`src/rtl/urx_pkg.sv`:
```
// constants, register map and carrier types of the receive-side serial port block
// assumes a single 100 MHz clock and byte addresses on a 32-bit register bus
//
// Behaviour
// [RQ1] break completes as framing error with zero data
// [RQ2] after framing error wait for high line
// [RQ3] idle flag rises during break before stop
// [RQ4] idle low from start to stop sample
// [RQ5] interrupt on word transfer or overrun when enabled; outside address detect the code also needs the held count to reach trig_level for a word transfer
// [RQ6] four held bytes; fifth completing sets overrun
// [RQ7] overrun clears by status then data read
// [RQ8] noise flag rises with data-available, no interrupt
// [RQ9] noise clears by status then data read
// [RQ10] low stop bit sets stored framing error
// [RQ11] parity mismatch sets stored parity error
// [RQ12] software reads error flags before data
// [RQ13] interrupt request is active-low pulse, six sources; the code has five: word transfer, overrun, tx empty, tx idle, wake
// [RQ14] tx sources own enables, rx share one
// [RQ15] status flags read-only to software writes
// [RQ16] address detect interrupts only on high MSB
// [RQ17] software clears parity enable with address detect
// [RQ18] clock stop pauses reception, registers keep contents
// [RQ19] software finishes transfers before idle or sleep
// [RQ20] falling receive pin wakes while clock off
// [RQ21] ignore pin during recovery, deliver wake later
// [RQ22] 16x oversampling, three-sample majority vote
// [RQ23] error flags update with the buffer transfer
package urx_pkg;
  localparam int ADDR_W = 5;
  localparam int DATA_W = 32;
  localparam logic [ADDR_W-1:0] REG_STATUS = 5'h00;
  localparam logic [ADDR_W-1:0] REG_CTRL = 5'h04;
  localparam logic [ADDR_W-1:0] REG_DATA = 5'h08;
  localparam logic [ADDR_W-1:0] REG_COUNT = 5'h0c;
  localparam logic [ADDR_W-1:0] REG_BAUD = 5'h10;
  localparam int WORD_W = 9;
  localparam int BAUD_W = 16;
  localparam logic [BAUD_W-1:0] BAUD_RESET = 16'h0000;
  // oversampling phase: three votes around the bit centre
  localparam logic [3:0] SMP_A = 4'h7;
  localparam logic [3:0] SMP_B = 4'h8;
  localparam logic [3:0] SMP_C = 4'h9;
  localparam logic [3:0] OS_LAST = 4'hf;
  localparam logic [3:0] LEN_EIGHT = 4'h8;
  localparam logic [3:0] LEN_NINE = 4'h9;
  typedef enum logic [1:0] {PAR_EVEN = 2'h0, PAR_ODD = 2'h1, PAR_MARK = 2'h2, PAR_SPACE = 2'h3} urx_par_t;
  typedef enum logic [2:0] {
    ST_IDLE = 3'h0, ST_START = 3'h1, ST_DATA = 3'h3, ST_STOP1 = 3'h2, ST_STOP2 = 3'h6, ST_WAITHI = 3'h4
  } urx_state_t;
  typedef struct packed {
    logic [1:0] trig_level;
    logic tx_idle_ie;
    logic tx_empty_ie;
    logic rx_wake_enable;
    logic address_detect_enable;
    logic rx_interrupt_enable;
    logic two_stop;
    urx_par_t parity_type;
    logic parity_enable;
    logic nine_bit_select;
    logic receiver_enable;
    logic port_enable;
  } urx_ctrl_t;
  localparam int CTRL_W = $bits(urx_ctrl_t);
  typedef struct packed {
    logic tx_idle;
    logic tx_empty;
    logic overrun_flag;
    logic noise_flag;
    logic parity_error_flag;
    logic framing_error_flag;
    logic receiver_idle_flag;
    logic rx_data_available_flag;
  } urx_status_t;
  typedef struct packed {
    logic pe;
    logic fe;
    logic [WORD_W-1:0] word;
  } urx_entry_t;
  localparam int ENTRY_W = $bits(urx_entry_t);
endpackage

```
`src/rtl/urx_sync.sv`:
```
// two-stage synchroniser for asynchronous pin levels
// assumes the input may change at any time relative to clk_i
`timescale 1ns/1ps
module urx_sync #(
  parameter int W = 1
) (
  // clock and reset
  input wire logic clk_i,
  input wire logic rst_i,
  // level in and out
  input wire logic [W-1:0] d_i,
  input wire logic [W-1:0] rst_val_i,
  output logic [W-1:0] q_o
);
  typedef struct packed {
    logic [W-1:0] meta;
    logic [W-1:0] sync;
  } urx_sync_st_t;
  urx_sync_st_t s;
  urx_sync_st_t next_s;

  initial begin
    if (W < 1) $error("width must be at least one");
  end

  // first stage is read only by the second
  always_comb begin
    next_s.meta = d_i;
    next_s.sync = s.meta;
  end

  always_ff @(posedge clk_i) begin
    if (rst_i) begin
      s.meta <= rst_val_i;
      s.sync <= rst_val_i;
    end else begin
      s <= next_s;
    end
  end

  assign q_o = s.sync;
endmodule

```
`src/rtl/urx_fifo.sv`:
```
// small receive buffer held in flip-flops, indexed read and write pointers
// assumes push is only given when not full or when popping in the same cycle
`timescale 1ns/1ps
module urx_fifo #(
  parameter int W = 11,
  parameter int DEPTH = 4,
  localparam int PW = $clog2(DEPTH),
  localparam int CW = $clog2(DEPTH + 1)
) (
  // clock and reset
  input wire logic clk_i,
  input wire logic rst_i,
  // write side
  input wire logic push_i,
  input wire logic [W-1:0] data_i,
  // read side
  input wire logic pop_i,
  output logic [W-1:0] head_o,
  output logic [CW-1:0] count_o,
  output logic full_o,
  output logic empty_o
);
  typedef struct packed {
    logic [DEPTH-1:0][W-1:0] mem;
    logic [PW-1:0] wp;
    logic [PW-1:0] rp;
    logic [CW-1:0] cnt;
  } urx_fifo_st_t;
  urx_fifo_st_t s;
  urx_fifo_st_t next_s;
  logic do_pop;
  logic do_push;

  initial begin
    if (DEPTH < 2) $error("depth must be at least two");
  end

  // pointers wrap at the last index
  always_comb begin
    next_s = s;
    do_pop = pop_i && (s.cnt != '0);
    do_push = push_i && ((s.cnt != CW'(DEPTH)) || do_pop);
    if (do_push) begin
      next_s.mem[s.wp] = data_i;
      next_s.wp = (s.wp == PW'(DEPTH - 1)) ? '0 : s.wp + 1'b1;
    end
    if (do_pop) begin
      next_s.rp = (s.rp == PW'(DEPTH - 1)) ? '0 : s.rp + 1'b1;
    end
    if (do_push && !do_pop) begin
      next_s.cnt = s.cnt + 1'b1;
    end else if (do_pop && !do_push) begin
      next_s.cnt = s.cnt - 1'b1;
    end
  end

  always_ff @(posedge clk_i) begin
    if (rst_i) begin
      s <= '0;
    end else begin
      s <= next_s;
    end
  end

  assign head_o = s.mem[s.rp];
  assign count_o = s.cnt;
  assign full_o = (s.cnt == CW'(DEPTH));
  assign empty_o = (s.cnt == '0);
endmodule

```
`src/rtl/urx_top.sv`:
```
// receive side of an asynchronous serial port: oversampled recovery, error flags,
// four-deep buffer, interrupt pulse and pin wake-up, registers over Avalon-MM
// assumes fh_off_i and the transmitter levels come from logic on clk_i
//
// Implementation choices: the register addresses and the Avalon-MM slave port.
`timescale 1ns/1ps
module urx_top
  import urx_pkg::*;
#(
  parameter int FIFO_DEPTH = 4,
  parameter int RECOVER_CYCLES = 16
) (
  // clock and reset
  input wire logic clk_i,
  input wire logic rst_i,
  // register bus
  input wire logic [urx_pkg::ADDR_W-1:0] avs_address_i,
  input wire logic avs_read_i,
  input wire logic avs_write_i,
  input wire logic [urx_pkg::DATA_W-1:0] avs_writedata_i,
  output logic [urx_pkg::DATA_W-1:0] avs_readdata_o,
  output logic avs_waitrequest_o,
  // serial line
  input wire logic serial_receive_pin_i,
  // system state and enables
  input wire logic fh_off_i,
  input wire logic global_interrupt_enable_i,
  input wire logic multifunction_interrupt_enable_i,
  input wire logic port_interrupt_enable_i,
  // transmitter status levels
  input wire logic tx_buffer_empty_i,
  input wire logic tx_idle_i,
  // requests
  output logic irq_n_o,
  output logic wake_o
);
  import urx_pkg::*;

  localparam int CW = $clog2(FIFO_DEPTH + 1);
  localparam int RW = $clog2(RECOVER_CYCLES + 1);

  typedef struct packed {
    urx_state_t st;
    logic [3:0] os;
    logic [BAUD_W-1:0] div;
    logic [2:0] smp;
    logic [3:0] nbit;
    logic [WORD_W-1:0] sh;
    logic nz_frame;
    logic noise;
    logic ovr;
    logic arm;
    urx_ctrl_t ctrl;
    logic [BAUD_W-1:0] baud;
    logic waitreq;
    logic [DATA_W-1:0] rdata;
    logic irq_n;
    logic wake;
    logic wpend;
    logic rx_prev;
    logic off_prev;
    logic [1:0] tx_prev;
    logic [RW-1:0] rec;
  } urx_st_t;

  urx_st_t s;
  urx_st_t next_s;
  logic rx;
  logic push;
  logic pop;
  urx_entry_t entry;
  urx_entry_t head;
  logic [CW-1:0] count;
  logic full;
  logic empty;

  initial begin
    if (FIFO_DEPTH < 2) $error("buffer depth must be at least two");
    if (RECOVER_CYCLES < 1) $error("recovery must last at least one cycle");
  end

  // receive pin passes two flip-flops before use
  urx_sync #(
    .W(1)
  ) u_sync (
    .clk_i(clk_i),
    .rst_i(rst_i),
    .d_i(serial_receive_pin_i),
    .rst_val_i(1'b1),
    .q_o(rx)
  );

  // receive buffer: words with their stored error flags
  urx_fifo #(
    .W(ENTRY_W),
    .DEPTH(FIFO_DEPTH)
  ) u_fifo (
    .clk_i(clk_i),
    .rst_i(rst_i),
    .push_i(push),
    .data_i(entry),
    .pop_i(pop),
    .head_o(head),
    .count_o(count),
    .full_o(full),
    .empty_o(empty)
  );

  // majority of three samples
  function automatic logic vote3(input logic [2:0] v);
    vote3 = (v[0] & v[1]) | (v[0] & v[2]) | (v[1] & v[2]);
  endfunction

  // next state of the whole block
  always_comb begin
    logic running;
    logic tick;
    logic [2:0] votes;
    logic bitv;
    logic mid;
    logic fin;
    logic fe_now;
    logic [WORD_W-1:0] w;
    logic msb;
    logic ones;
    logic pe;
    logic space;
    logic rx_evt;
    logic ovr_evt;
    logic tx_evt;
    logic wake_irq;
    logic [1:0] tx_lvl;
    urx_status_t status;
    next_s = s;
    running = 1'b0;
    tick = 1'b0;
    votes = 3'h0;
    bitv = 1'b0;
    mid = 1'b0;
    fin = 1'b0;
    fe_now = 1'b0;
    w = '0;
    msb = 1'b0;
    ones = 1'b0;
    pe = 1'b0;
    space = 1'b0;
    rx_evt = 1'b0;
    ovr_evt = 1'b0;
    tx_evt = 1'b0;
    wake_irq = 1'b0;
    push = 1'b0;
    pop = 1'b0;
    entry = '0;
    status = '0;
    next_s.irq_n = 1'b1;
    next_s.wake = 1'b0;

    // status view; error flags belong to the word at the head
    status.rx_data_available_flag = !empty;
    status.receiver_idle_flag = (s.st == ST_IDLE) || (s.st == ST_WAITHI); // [RQ3] [RQ4]
    status.framing_error_flag = !empty && head.fe; // [RQ10]
    status.parity_error_flag = !empty && head.pe; // [RQ11]
    status.noise_flag = s.noise;
    status.overrun_flag = s.ovr;
    status.tx_empty = tx_buffer_empty_i;
    status.tx_idle = tx_idle_i;

    // bus slave: one wait cycle, effects on the completing edge
    if ((avs_read_i || avs_write_i) && s.waitreq) begin
      next_s.waitreq = 1'b0;
      next_s.rdata = '0;
      if (avs_read_i) begin
        case (avs_address_i)
          REG_STATUS: next_s.rdata = DATA_W'(status);
          REG_CTRL: next_s.rdata = DATA_W'(s.ctrl);
          REG_DATA: next_s.rdata = DATA_W'(head.word);
          REG_COUNT: next_s.rdata = DATA_W'(count);
          REG_BAUD: next_s.rdata = DATA_W'(s.baud);
          default: next_s.rdata = '0;
        endcase
      end
    end else if (!s.waitreq) begin
      next_s.waitreq = 1'b1;
      if (avs_write_i) begin
        // status writes fall through with no effect
        case (avs_address_i)
          REG_CTRL: next_s.ctrl = urx_ctrl_t'(avs_writedata_i[CTRL_W-1:0]); // [RQ15]
          REG_BAUD: next_s.baud = avs_writedata_i[BAUD_W-1:0];
          default: ;
        endcase
      end else if (avs_read_i && (avs_address_i == REG_STATUS)) begin
        next_s.arm = 1'b1;
      end else if (avs_read_i && (avs_address_i == REG_DATA)) begin
        pop = 1'b1;
        next_s.arm = 1'b0;
        if (s.arm) begin
          next_s.noise = 1'b0; // [RQ9]
          next_s.ovr = 1'b0; // [RQ7]
        end
      end
    end

    // recovery after the clock returns
    next_s.off_prev = fh_off_i;
    if (s.off_prev && !fh_off_i) begin
      next_s.rec = RW'(RECOVER_CYCLES);
    end else if (s.rec != '0) begin
      next_s.rec = s.rec - 1'b1;
      if (s.wpend) begin
        next_s.st = ST_WAITHI; // [RQ21]
      end
      if (s.rec == RW'(1)) begin
        next_s.wpend = 1'b0;
        wake_irq = s.wpend && global_interrupt_enable_i && multifunction_interrupt_enable_i
                   && port_interrupt_enable_i; // [RQ21]
      end
    end

    // pin wake-up while the peripheral clock is off
    next_s.rx_prev = rx;
    if (fh_off_i && s.ctrl.rx_wake_enable && s.ctrl.port_enable && s.ctrl.receiver_enable
        && s.ctrl.rx_interrupt_enable && s.rx_prev && !rx) begin
      next_s.wake = 1'b1; // [RQ20]
      next_s.wpend = 1'b1;
    end

    // receiver holds everything while paused, and while recovering unless a pending wake moves it to ST_WAITHI
    running = !fh_off_i && (s.rec == '0) && s.ctrl.port_enable && s.ctrl.receiver_enable; // [RQ18]
    tick = (s.div == s.baud);
    if (running) begin
      next_s.div = tick ? '0 : s.div + 1'b1;
    end
    if (!(s.ctrl.port_enable && s.ctrl.receiver_enable)) begin
      next_s.st = ST_IDLE;
      next_s.div = '0;
    end

    // oversampled bit recovery
    votes = {s.smp[1:0], rx};
    bitv = vote3(votes); // [RQ22]
    mid = (s.os == SMP_C);
    if (running && tick) begin
      if ((s.os == SMP_A) || (s.os == SMP_B) || mid) begin
        next_s.smp = votes;
      end
      if ((s.st != ST_IDLE) && (s.st != ST_WAITHI)) begin
        next_s.os = s.os + 1'b1;
        if (mid && !(&votes || ~|votes)) begin
          next_s.nz_frame = 1'b1;
        end
      end
      unique case (s.st)
        ST_IDLE: begin
          if (!rx) begin
            next_s.st = ST_START;
            next_s.os = '0;
            next_s.nbit = '0;
            next_s.nz_frame = 1'b0;
          end
        end
        ST_START: begin
          if (mid && bitv) begin
            next_s.st = ST_IDLE;
          end else if (s.os == OS_LAST) begin
            next_s.st = ST_DATA;
          end
        end
        ST_DATA: begin
          if (mid) begin
            next_s.sh = {bitv, s.sh[WORD_W-1:1]};
            next_s.nbit = s.nbit + 1'b1;
          end
          if ((s.os == OS_LAST) && (s.nbit == (s.ctrl.nine_bit_select ? LEN_NINE : LEN_EIGHT))) begin
            next_s.st = ST_STOP1;
          end
        end
        ST_STOP1: begin
          if (mid) begin
            if (!bitv) begin
              fin = 1'b1; // [RQ1]
              fe_now = 1'b1; // [RQ10]
              next_s.st = ST_WAITHI; // [RQ2]
            end else if (!s.ctrl.two_stop) begin
              fin = 1'b1;
              next_s.st = ST_IDLE;
            end
          end else if (s.os == OS_LAST) begin
            next_s.st = ST_STOP2;
          end
        end
        ST_STOP2: begin
          if (mid) begin
            fin = 1'b1;
            fe_now = !bitv; // [RQ10]
            next_s.st = bitv ? ST_IDLE : ST_WAITHI; // [RQ2]
          end
        end
        ST_WAITHI: begin
          if (rx) begin
            next_s.st = ST_IDLE; // [RQ2]
          end
        end
      endcase
    end

    // word alignment and parity over the bits below the top bit
    w = s.ctrl.nine_bit_select ? s.sh : {1'b0, s.sh[WORD_W-1:1]};
    msb = s.ctrl.nine_bit_select ? w[8] : w[7];
    ones = s.ctrl.nine_bit_select ? ^w[7:0] : ^w[6:0];
    unique case (s.ctrl.parity_type)
      PAR_EVEN: pe = (msb != ones);
      PAR_ODD: pe = (msb == ones);
      PAR_MARK: pe = !msb;
      PAR_SPACE: pe = msb;
    endcase
    pe = pe && s.ctrl.parity_enable; // [RQ11]

    // transfer into the buffer or overrun, flags in the same cycle
    space = !full || pop;
    if (fin) begin
      if (space) begin
        push = 1'b1; // [RQ23]
        entry.word = w;
        entry.fe = fe_now;
        entry.pe = pe;
        if (s.nz_frame || (mid && !(&votes || ~|votes))) begin
          next_s.noise = 1'b1; // [RQ8]
        end
      end else begin
        next_s.ovr = 1'b1; // [RQ6]
      end
    end

    // interrupt sources and the active-low pulse
    rx_evt = fin && space && s.ctrl.rx_interrupt_enable
             && (s.ctrl.address_detect_enable ? msb : (count >= CW'(s.ctrl.trig_level))); // [RQ5] [RQ16]
    ovr_evt = fin && !space && s.ctrl.rx_interrupt_enable; // [RQ5] [RQ14]
    tx_lvl = {tx_idle_i && s.ctrl.tx_idle_ie, tx_buffer_empty_i && s.ctrl.tx_empty_ie}; // [RQ14]
    next_s.tx_prev = tx_lvl;
    tx_evt = |(tx_lvl & ~s.tx_prev);
    next_s.irq_n = !(rx_evt || ovr_evt || tx_evt || wake_irq); // [RQ13]
  end

  // state register; sync reset to defined values
  always_ff @(posedge clk_i) begin
    if (rst_i) begin
      s <= '0;
      s.st <= ST_IDLE;
      s.baud <= BAUD_RESET;
      s.waitreq <= 1'b1;
      s.irq_n <= 1'b1;
      s.rx_prev <= 1'b1;
    end else begin
      s <= next_s;
    end
  end

  assign avs_readdata_o = s.rdata;
  assign avs_waitrequest_o = s.waitreq;
  assign irq_n_o = s.irq_n;
  assign wake_o = s.wake;
endmodule

```
`config.mk`:
```
export PLATFORM = sky130hd
export DESIGN_NAME = urx_top
export DESIGN_NICKNAME = d
export VERILOG_FILES = /design/src/rtl/urx_pkg.sv /design/src/rtl/urx_sync.sv /design/src/rtl/urx_fifo.sv /design/src/rtl/urx_top.sv
export SDC_FILE = /design/constraint.sdc
export NUM_CORES = 1
export LEC_CHECK = 0
export BUFFER_PORTS_ARGS = -buffer_cell sky130_fd_sc_hd__buf_2
export CAP_MARGIN = 10
export CORE_ASPECT_RATIO = 1.4
export CORE_MARGIN = 2
export CORE_UTILIZATION = 59
export DETAILED_ROUTE_END_ITERATION = 8
export PLACE_DENSITY_LB_ADDON = 0.15
export SKIP_LAST_GASP = 1
export SLEW_MARGIN = 25
export SYNTH_ARGS = -nofsm -noshare
export SYNTH_HDL_FRONTEND = slang
export SYNTH_SLANG_ARGS = --single-unit
```
`constraint.sdc`:
```
create_clock -name clk_i -period 4.6 [get_ports clk_i]
set_input_delay 0.46 -clock clk_i [delete_from_list [all_inputs] [get_ports clk_i]]
set_output_delay 0.46 -clock clk_i [all_outputs]
set_load 0.1 [all_outputs]
```
==> out/metrics.cfg <==
[routing]
first_pass_iters = 6
vias = 6156
dr.first_iter.drc_count = 338
ant_nets = 0
met2_length_um = 9760
drc = 0
top_layer = met4
viasPerCell = 5.94
met3_wirelength_um = 811
wl_per_cell_um = 17.7
met1_length_um = 7380
wl_um = 18400

[floorplanning]
die_x_um = 100
dieArea_mm2 = 0.0140
pin_count = 83
start_util_pct = 60.2
num_rows = 49
die_h_um = 139
core_area_mm2 = 0.0128

[clock_tree]
cts_setup_buffers = 0
cts_tree = built
cts_hold_buf = 0
cts.sinks = 154
clockRootBuffer = clkbuf_16
clkLatencyLatePin_ns = 0.43
cts_buffers = 17
ctsResizeCount = 0
h-tree-depth = 4
clk_pin_slew_ns = 0.07
ctsLongestPathBuffers = 2

[timing]
fmax_ghz = 0.276
setup_viol = 0
min_period_ns = 3.63
holdWs_ns = 0.218
fin_crit_sh_pct = 78.9
tightest_slew_ns = 0.910
hold_viol = 0
relSlewSlack_pct = 39.2
clock_skew_ns = 0.0170
tns_ns = 0
slew_violations = 0
rsz0062_at_grt = no

[placed_design]
routabilityCongestion = 0.852
placed_area_mm2 = 0.00776
hpwl_um = 13200
io_buffers = 50

[synth]
ys_dominant_reg_cell = dfxtp_1
ys_warn_count = 0
netlist_area_mm2 = 0.00768
syn_area_per_cell_um2 = 8.93
ys_seq_elements = 154
postSynthCellCount = 860
async_flop_share_pct = 0
synth-seq-area-share_pct = 40.2
ys_types = 73
synth_edf_count = 0

[global_route]
gr-usage-all-layers_pct = 26.8
grt_max_degree = 86
grt_pass1_vias = 5883
grt_overflow = 0
grt_pass1_wl_um = 29500
antenna_found_initial = 0

[power_and_ir_drop]
p_comb_share_pct = 8.4
p_int_mw = 2.19
swShare_pct = 27.0
clock_power_share_pct = 45.9
p_total_mw = 3.00
powerDensity_mw_per_mm2 = 359
p_sw_mw = 0.811
cellLeakagePower_nw = 3.34
peakVddDrop_mv = 0.279
seqPwrFrac_pct = 45.7

[outcome]
status = finished clean

[cells_and_area]
final_cell_mix = dfxtp_1 (154), nor2_1 (121), nand2_1 (64)
final_area_mm2 = 0.00836
area_growth_pct = 8.87
layout_commonest_cell = dfxtp_1
nets = 935
final_util_pct = 65.5
n_antenna_cell = 0
layout-drive-gt1-share_pct = 14.5

[worst_setup_path]
startpoint_type = flop
arrival_ns = 3.98
path_delay_family = simple AND/OR/NAND/NOR gates
crit_type = flop to flop
cp_slowest_cell = or4b_1
crit_path_frequent_cell = inv_1
max_stage_delay_ns = 0.60
crit_fanout = 12
worstSetupEndpointType = flop
cp.buffers_inverters = 3
cp.required_ns = 4.95
path_cells = inv_1 > ha_1 > or4b_1 > nor3_4 > and3_4 > nand3_4 > inv_1 > ha_1 > inv_1 > fa_1 > xor2_1 > or3_1 > a21oi_1

[hold_path]
worstHoldPathType = input pin to flop

[run]
cap_violations = 0

area by class of cell:
type                    count  area (µm²)
multi-input cells         621        4120
repair buffers             58         313
well taps                 153         191
flip-flops and latches    154        3080
clock buffers              18         429
inverters                  18        67.6
clock inverters            14         155
fillers                  1074        4390
kinds of logic after synthesis:
kind of cell / Yosys count / share of synthesized area, %
AO/OA/AOI/OAI: 133 / 11.0
XOR/XNOR: 44 / 5.20
adder cells (fa/ha/maj): 18 / 3.00
buffers and inverters: 100 / 7.22
flip-flops: 154 / 40.2
multiplexers: 75 / 11.7
other: 1 / 0.0488
AND/OR/NAND/NOR: 335 / 21.7
power by group through the flow:
| stage | clock network (mW) | logic (mW) | registers [mW] |
|---|---|---|---|
| 6_report | 1.38 | 0.252 | 1.37 |
| 5_1_grt | 1.45 | 0.275 | 1.37 |
| 4_1_cts | 1.40 | 0.250 | 1.37 |
| 3_5_place_dp | 0 | 0.249 | 1.40 |
| 3_3_place_gp | 0 | 0.240 | 1.40 |
| 2_1_floorplan | 0 | 0.207 | 1.40 |
synth_stat cells, types with 11 or more instances:
cell      count  area share, %
clkbuf_1     34            1.7
nand4_1      15            1.2
nor2_1      121            5.9
inv_1        18           0.88
o21ai_0      19            1.2
nand2_1      64            3.1
a21oi_1      62            4.0
xnor2_1      28            3.2
mux2i_1      57            7.4
mux4_2       11            3.2
nor3_1       14           0.91
dfxtp_1     154             40
buf_4        34            3.3
nand3_1      51            3.3
ha_1         16            2.6
a222oi_1     12            1.6
xor2_1       15            1.7
metrics by stage:
step,std cells,setup slack (ns)
6_report,1036,0.971
2_1_floorplan,875,1.37
3_3_place_gp,1004,1.11
3_5_place_dp,1004,1.03
4_1_cts,1036,0.996
5_1_grt,1036,0.858
routing by layer:
layer | GRT usage [%] | up-vias
li1 | - | 3005
met1 | 32.0 | 2936
met2 | 47.8 | 179
met3 | 4.54 | 36
met4 | 9.73 | 0
met5 | 0 | -
worst paths after layout:
check,startpoint,slack (ns),cells after the start,end
worst max-delay path,s[0],0.97,13,u_fifo.count_o[2]
worst min-delay path,serial_receive_pin_i,0.22,2,u_sync.next_s[0]
worst min register to register,u_sync.next_s[0],0.42,1,u_sync.q_o
worst max register to register,s[0],0.97,13,u_fifo.count_o[2]
registers in the layout, indices dropped and copies added, names as in the netlist:
| signal | cells |
|---|---|
| wake_o | 1 |
| avs_readdata_o | 16 |
| avs_waitrequest_o | 1 |
| u_sync.next_s | 1 |
| u_fifo.count_o | 3 |
| irq_n_o | 1 |
| u_fifo.s | 48 |
| s | 82 |
| u_sync.q_o | 1 |
worst register-to-register path: stages, from the launching register on:
cell and delay (ns):
dfxtp_1 0.33, inv_1 0.12, ha_1 0.22, or4b_1 0.60, nor3_4 0.41, and3_4 0.42
nand3_4 0.15, inv_1 0.09, ha_1 0.18, inv_1 0.07, fa_1 0.37, xor2_1 0.16
or3_1 0.31, a21oi_1 0.14
No activity file was read; power rests on OpenSTA's default activity.
